==> config.mk <==
export PLATFORM = sky130hd
export DESIGN_NAME = bias_control_register_bank
export DESIGN_NICKNAME = d
export VERILOG_FILES = /design/src/design/bcr_pkg.sv /design/src/design/bcr_otp_select.sv /design/src/design/bias_control_register_bank.sv
export VERILOG_INCLUDE_DIRS = /design/src /design/src/design
export SDC_FILE = /design/constraint.sdc
export NUM_CORES = 1
export LEC_CHECK = 0
export ABC_AREA = 1
export BUFFER_PORTS_ARGS = -buffer_cell sky130_fd_sc_hd__buf_2
export CELL_PAD_IN_SITES_DETAIL_PLACEMENT = 0
export CELL_PAD_IN_SITES_GLOBAL_PLACEMENT = 1
export CORE_UTILIZATION = 33
export DETAILED_ROUTE_END_ITERATION = 10
export HOLD_SLACK_MARGIN = 0.1
export PLACE_DENSITY = 0.9
export SLEW_MARGIN = 0
export SYNTH_ARGS = -nofsm -noshare
export SYNTH_HDL_FRONTEND = slang
export SYNTH_SLANG_ARGS = --single-unit
==> constraint.sdc <==
create_clock -name core_clk -period 2 [get_ports core_clk]
set_input_delay 0.3 -clock core_clk [delete_from_list [all_inputs] [get_ports core_clk]]
set_output_delay 0.3 -clock core_clk [all_outputs]
set_load 0.005 [all_outputs]
==> src/design/bcr_map.svh <==
`ifndef BCR_MAP_SVH
`define BCR_MAP_SVH
`define BCR_ADDR_SYSCTL     5'h00
`define BCR_ADDR_DRV_REF    5'h01
`define BCR_ADDR_DRV_CAR    5'h02
`define BCR_ADDR_DRV_PEAK   5'h03
`define BCR_ADDR_FIN_REF    5'h04
`define BCR_ADDR_FIN_CAR    5'h05
`define BCR_ADDR_FIN_PEAK   5'h06
`define BCR_ADDR_PART_ID    5'h07
`define BCR_ADDR_TEMP       5'h0F
`define BCR_ADDR_UNLOCK     5'h11
`define BCR_SOFT_RESET_BIT  6
`define BCR_RELOAD_BIT      5
`define BCR_REF_MASK        8'h3F
`define BCR_REF_DEFAULT     8'h20
`define BCR_TRIM_DEFAULT    8'h80
`define BCR_UNLOCK_CODE     8'hE3
`define BCR_TEMP_RESET      8'h00
`define BCR_SYSCTL_RESET    8'h00
`endif

==> src/design/bcr_pkg.sv <==
package bcr_pkg;
  typedef enum logic [2:0] {
    BCR_LOAD = 3'h1,
    BCR_RUN  = 3'h2,
    BCR_IDLE = 3'h4
  } bcr_state_type;
endpackage

==> src/design/bcr_otp_select.sv <==
`timescale 1ns/1ns
`include "bcr_map.svh"
// Chooses OTP contents or built-in defaults for the six bias settings
module bcr_otp_select (
  input  wire logic [47:0] otpData,
  input  wire logic        otpProgrammed,
  output logic      [47:0] loadData
);
  localparam logic [47:0] DEFAULTS = {`BCR_TRIM_DEFAULT, `BCR_TRIM_DEFAULT, `BCR_REF_DEFAULT,
                                      `BCR_TRIM_DEFAULT, `BCR_TRIM_DEFAULT, `BCR_REF_DEFAULT};
  localparam logic [47:0] MASKS = {8'hFF, 8'hFF, `BCR_REF_MASK, 8'hFF, 8'hFF, `BCR_REF_MASK};
  // Defaults only for a blank array, otherwise OTP wins
  assign loadData = (otpProgrammed ? otpData : DEFAULTS) & MASKS;
endmodule

==> src/design/bias_control_register_bank.sv <==
`timescale 1ns/1ns
`include "bcr_map.svh"
module bias_control_register_bank
  import bcr_pkg::*;
#(
  parameter logic [3:0] CHIP_REVISION = 4'h1, // Arbitrary value
  parameter logic [5:0] DRAIN_CODE    = 6'h30,
  parameter logic [1:0] DEVICE_VER    = 2'h0  // Arbitrary value
) (
  input  wire logic        core_clk,
  input  wire logic        rstn,
  input  wire logic        regWrite,
  input  wire logic        regRead,
  input  wire logic [4:0]  regAddr,
  input  wire logic [7:0]  regWdata,
  output logic      [7:0]  regRdata,
  output logic             regRvalid,
  input  wire logic [47:0] otpData,
  input  wire logic        otpProgrammed,
  input  wire logic [7:0]  tempCode,
  output logic      [7:0]  driverRefLevel,
  output logic      [7:0]  driverCarrierGateTrim,
  output logic      [7:0]  driverPeakGateTrim,
  output logic      [7:0]  finalRefLevel,
  output logic      [7:0]  finalCarrierGateTrim,
  output logic      [7:0]  finalPeakGateTrim,
  output logic             maintenanceUnlockMode
);
  logic [7:0]    bias_r [6];
  logic [7:0]    bias_nxt [6];
  logic [7:0]    sysCtl_r, sysCtl_nxt;
  logic          unlock_r, unlock_nxt;
  logic [7:0]    temp_r, temp_nxt;
  logic [7:0]    rdata_r, rdata_nxt;
  logic          rvalid_r, rvalid_nxt;
  logic [47:0]   loadData;
  bcr_state_type state_r, state_nxt;
  logic          softReset, reload;

  bcr_otp_select u_otp_select (
    .otpData       (otpData),
    .otpProgrammed (otpProgrammed),
    .loadData      (loadData)
  );

  function automatic logic [7:0] fieldMask(input int idx);
    return (idx == 0 || idx == 3) ? `BCR_REF_MASK : 8'hFF;
  endfunction

  function automatic logic isBias(input logic [4:0] a);
    return (a >= `BCR_ADDR_DRV_REF) && (a <= `BCR_ADDR_FIN_PEAK);
  endfunction

  // Write of a new request bit is what triggers; holding it does nothing new
  assign softReset = regWrite && regAddr == `BCR_ADDR_SYSCTL
                     && regWdata[`BCR_SOFT_RESET_BIT] && !sysCtl_r[`BCR_SOFT_RESET_BIT];
  assign reload    = regWrite && regAddr == `BCR_ADDR_SYSCTL
                     && regWdata[`BCR_RELOAD_BIT] && !sysCtl_r[`BCR_RELOAD_BIT];

  always_comb begin
    state_nxt  = state_r;
    sysCtl_nxt = sysCtl_r;
    unlock_nxt = unlock_r;
    temp_nxt   = tempCode;
    for (int i = 0; i < 6; i++) begin
      bias_nxt[i] = bias_r[i];
    end
    // Key honoured in the load cycle too, so no mode write is ever lost
    if (regWrite && regAddr == `BCR_ADDR_UNLOCK) begin
      unlock_nxt = (regWdata == `BCR_UNLOCK_CODE);
    end
    case (state_r)
      BCR_LOAD: begin
        for (int i = 0; i < 6; i++) begin
          bias_nxt[i] = loadData[8*i +: 8];
        end
        state_nxt = BCR_RUN;
      end
      BCR_RUN, BCR_IDLE: begin
        state_nxt = BCR_RUN;
        if (regWrite) begin
          if (regAddr == `BCR_ADDR_SYSCTL) begin
            // Only request bits are stored; revision bits are not state
            sysCtl_nxt = regWdata & 8'h60;
          end
          for (int i = 0; i < 6; i++) begin
            if (unlock_r && regAddr == 5'(i + 1)) begin
              bias_nxt[i] = regWdata & fieldMask(i);
            end
          end
        end
        if (reload) begin
          state_nxt = BCR_LOAD;
        end
        if (softReset) begin
          // Settings reloaded and mode locked; the written request bits are kept
          state_nxt  = BCR_LOAD;
          unlock_nxt = 1'b0;
          sysCtl_nxt = regWdata & 8'h60;
        end
      end
      default: state_nxt = BCR_LOAD;
    endcase
  end

  always_comb begin
    rdata_nxt  = 8'h00;
    rvalid_nxt = regRead;
    if (regRead) begin
      if (regAddr == `BCR_ADDR_SYSCTL) begin
        rdata_nxt = sysCtl_r | {4'h0, CHIP_REVISION};
      end else if (isBias(regAddr)) begin
        rdata_nxt = bias_r[3'(regAddr - 5'h01)];
      end else if (regAddr == `BCR_ADDR_PART_ID) begin
        rdata_nxt = {DRAIN_CODE, DEVICE_VER};
      end else if (regAddr == `BCR_ADDR_TEMP) begin
        rdata_nxt = temp_r;
      end
    end
  end

  always_ff @(posedge core_clk) begin
    if (!rstn) begin
      state_r  <= BCR_LOAD;
      sysCtl_r <= `BCR_SYSCTL_RESET;
      unlock_r <= 1'b0;
      temp_r   <= `BCR_TEMP_RESET;
      for (int i = 0; i < 6; i++) begin
        bias_r[i] <= 8'h00;
      end
    end else begin
      state_r  <= state_nxt;
      sysCtl_r <= sysCtl_nxt;
      unlock_r <= unlock_nxt;
      temp_r   <= temp_nxt;
      for (int i = 0; i < 6; i++) begin
        bias_r[i] <= bias_nxt[i];
      end
    end
  end

  // Read answer registered so the host samples a settled byte
  always_ff @(posedge core_clk) begin
    if (!rstn) begin
      rdata_r  <= 8'h00;
      rvalid_r <= 1'b0;
    end else begin
      rdata_r  <= rdata_nxt;
      rvalid_r <= rvalid_nxt;
    end
  end

  assign regRdata              = rdata_r;
  assign regRvalid             = rvalid_r;
  assign driverRefLevel        = bias_r[0];
  assign driverCarrierGateTrim = bias_r[1];
  assign driverPeakGateTrim    = bias_r[2];
  assign finalRefLevel         = bias_r[3];
  assign finalCarrierGateTrim  = bias_r[4];
  assign finalPeakGateTrim     = bias_r[5];
  assign maintenanceUnlockMode = unlock_r;

  // Same checks for each of the six settings
  for (genvar g = 0; g < 6; g++) begin : g_bias_chk

  end
endmodule
==> key figures <==
Outcome
  – Status: finished, final reports clean

Synth
  – Post-Synthesis Cells: about 570
  – Syn_area_per_cell: 6.28 sq um
  – Post-Syn Area: around 3600 sq um
  – FF+latch count, synth: 66
  – Seq/Total Area, Yosys: 0.368
  – Distinct cells, synth: 30
  – Ys Warns: 0

Global route
  – Initial antenna violation count: 0
  – GRT Total Usage: 0.207
  – Largest net degree at the start of global routing: 44
  – Grt total ovfl: 0
  – Vias in the first global route: ~3600
  – First-pass GRT wire length: 18000 um

Timing
  – Slew Viols, Final: 0
  – Count of final hold-check violations: 0
  – Minimum clock period after layout: ~1800 ps
  – Clock skew: 13.4 ps
  – Final WS setup: roughly 170 ps
  – Post-Route Setup TNS: 0 ps
  – Final setup viols: 0
  – Unrepaired setup endpoints after global routing: no
  – Part of the cycle the worst path needs: 0.915
  – Fmax: 0.546 GHz

Power
  – Static Leakage: between 2 and 3 nW
  – Tot Pwr: approximately 5.8 mW
  – VDD IR-drop max: roughly 0.47 mV
  – PwrDens: between 1000 and 1500 nW/um^2

Floorplan
  – Die Wd: between 100 and 150 um
  – Core Footprint: around 10000 sq um
  – Num rows: 37
  – Starting Density: 0.345
  – IO Pins: 132
  – Chip height: approximately 110 um
  – Die ar.: 11300 sq um

Place
  – Global placement routability congestion: 0.889
  – Port Buf Inserts: between 100 and 150
  – Placed inst area: about 4300 sq um
  – Pre-CTS setup slack: 188 ps
  – Placed Cells: between 800 and 900
  – Hpwl dp: around 9000 um

Routing
  – Routed len/inst: roughly 14 um
  – Final WL: ~11000 um
  – DRT iter0 DRCs: roughly 270
  – Final ANT Viol Nets: 0
  – Vias after detailed routing: roughly 3900
  – Drt first pass iters: 5
  – Vias per cell: around 4.7
  – DRC viols: 0

Min path
  – Hold WC Path Type: input pin to flop

Clock tree
  – Clock Latency Late Sink: around 360 ps
  – Root buffer cell: clkbuf_8
  – Hold Buf Count CTS: 0
  – CTS H-Tree Depth: 3
  – Cts bufs inserted: 9
  – Post-CTS setup repair buffer count: 0
  – Clock input transition at the sequential cells of the worst setup and hold paths: 70 ps
  – CTS tree: built
  – Post_cts resized: 0
  – CTS sink cnt: 66
  – Clk buf depth: 2

Final layout
  – Fin cells: roughly 830
  – Finished layout cell area: 4520 sq um
  – Nets: a little under 800
  – Fraction of layout cells with a size suffix above 1: 0.239
  – Area grow syn2layout: 25.7%
  – Antenna diodes: 0
  – Commonest non-fill, non-tap cell in the layout: nand2_1
  – Leading cell types in the layout, fill and taps excluded: 160 x nand2_1, 123 x nor2_1, 123 x buf_2, 66 x dfxtp_1, 54 x inv_1

Setup path
  – Cell family with most CP delay: buffers and inverters
  – Critical Path Sink Type: flop
  – Worst path arrival time: 2130 ps
  – CP max-delay cell: dfxtp_1
  – Max FO, Critical Path: 26
  – Worst EP required: approximately 2300 ps
  – CP Cell Sequence: inv_1, ha_1, buf_4, nor2_2, buf_4, a21oi_1, nand2_1, nand2_1, nor2_1
  – Buf/Inv on CP: 3
  – CP Class: flop to flop
  – Crit path launch type: flop
  – Largest stage delay on the critical path: 350 ps

Job
  – # Max-Cap Violations: 0
## state kept, by name, summed over array words and instances, names as in the netlist
signal                 count
bias_r                    44
regRdata                   8
temp_r                     8
state_r                    2
sysCtl_r                   2
maintenanceUnlockMode      1
regRvalid                  1
## stage by stage
stage / hold WS [ps] / utilization
floorplan: 398 / -
global placement: 461 / 0.415
detailed placement: 467 / 0.415
CTS: 117 / 0.434
global route: 129 / 0.434
finish: 125 / 0.434
## path summary, 6_finish.rpt
check	cells past startpoint	slack (ps)	end	from
max	9	170	bias_r[4][0]	state_r[0]
min	3	130	temp_r[7]	tempCode[7]
max reg2reg	9	170	bias_r[4][0]	state_r[0]
min reg2reg	2	470	sysCtl_r[5]	sysCtl_r[5]
## where the power goes
| part | internal (mW) | switching (mW) |
|---|---|---|
| Combinational | 1.02 | 1.61 |
| Sequential | 1.68 | 0.326 |
| Clock | 0.630 | 0.504 |
| Total | 3.33 | 2.44 |
## synth_stat cells (all sizes together)
cell | n | share of area
a21oi | 43 | 0.069
a31oi | 1 | 0.0017
and3 | 1 | 0.0017
buf | 18 | 0.034
clkbuf | 7 | 0.0073
conb | 1 | 0.0010
dfxtp | 66 | 0.37
ha | 6 | 0.021
inv | 60 | 0.063
nand2 | 162 | 0.17
nand3 | 34 | 0.047
nand4 | 4 | 0.0070
nor2 | 126 | 0.13
o211ai | 4 | 0.0084
o21a | 2 | 0.0042
o21ai | 31 | 0.047
o22ai | 1 | 0.0017
or2 | 5 | 0.0087
## layer usage
layer / part of all wire / global-route usage / wire (um)
met4: 0.014 / 0.0714 / 165
met1: 0.46 / 0.272 / 5340
met5: 0 / 0 / 0
met3: 0.059 / 0.0460 / 681
met2: 0.46 / 0.332 / 5300
## layout make-up
| class | count | area, sq um |
|---|---|---|
| fill | 1121 | 5900 |
| multi-input combinational | 424 | 1910 |
| sequential | 66 | 1320 |
| timing repair buffer | 132 | 696 |
| inverter | 60 | 228 |
| tap | 136 | 170 |
| clock buffer | 12 | 155 |
| clock inverter | 2 | 37.5 |
## kinds of logic (layout without fill, tap and decap cells)
| group | Yosys count | in the layout | share of synthesized area |
|---|---|---|---|
| and+or+nand+nor | 332 | 332 | 0.373 |
| other | 1 | 4 | 0.00104 |
| AOI/OAI and AO/OA | 82 | 82 | 0.133 |
| DFF | 66 | 66 | 0.368 |
| buffers and inverters | 85 | 206 | 0.105 |
| adders and majority gates | 6 | 6 | 0.0209 |
## worst reg2reg max path, delay by kind of cell (launching register included)
kind	cells	cell delay [ps]
fa+ha+maj	1	300
flops	1	350
simple gates	4	400
compound gates	1	150
buf+inv	3	590
(Power assumes the default switching activity.)
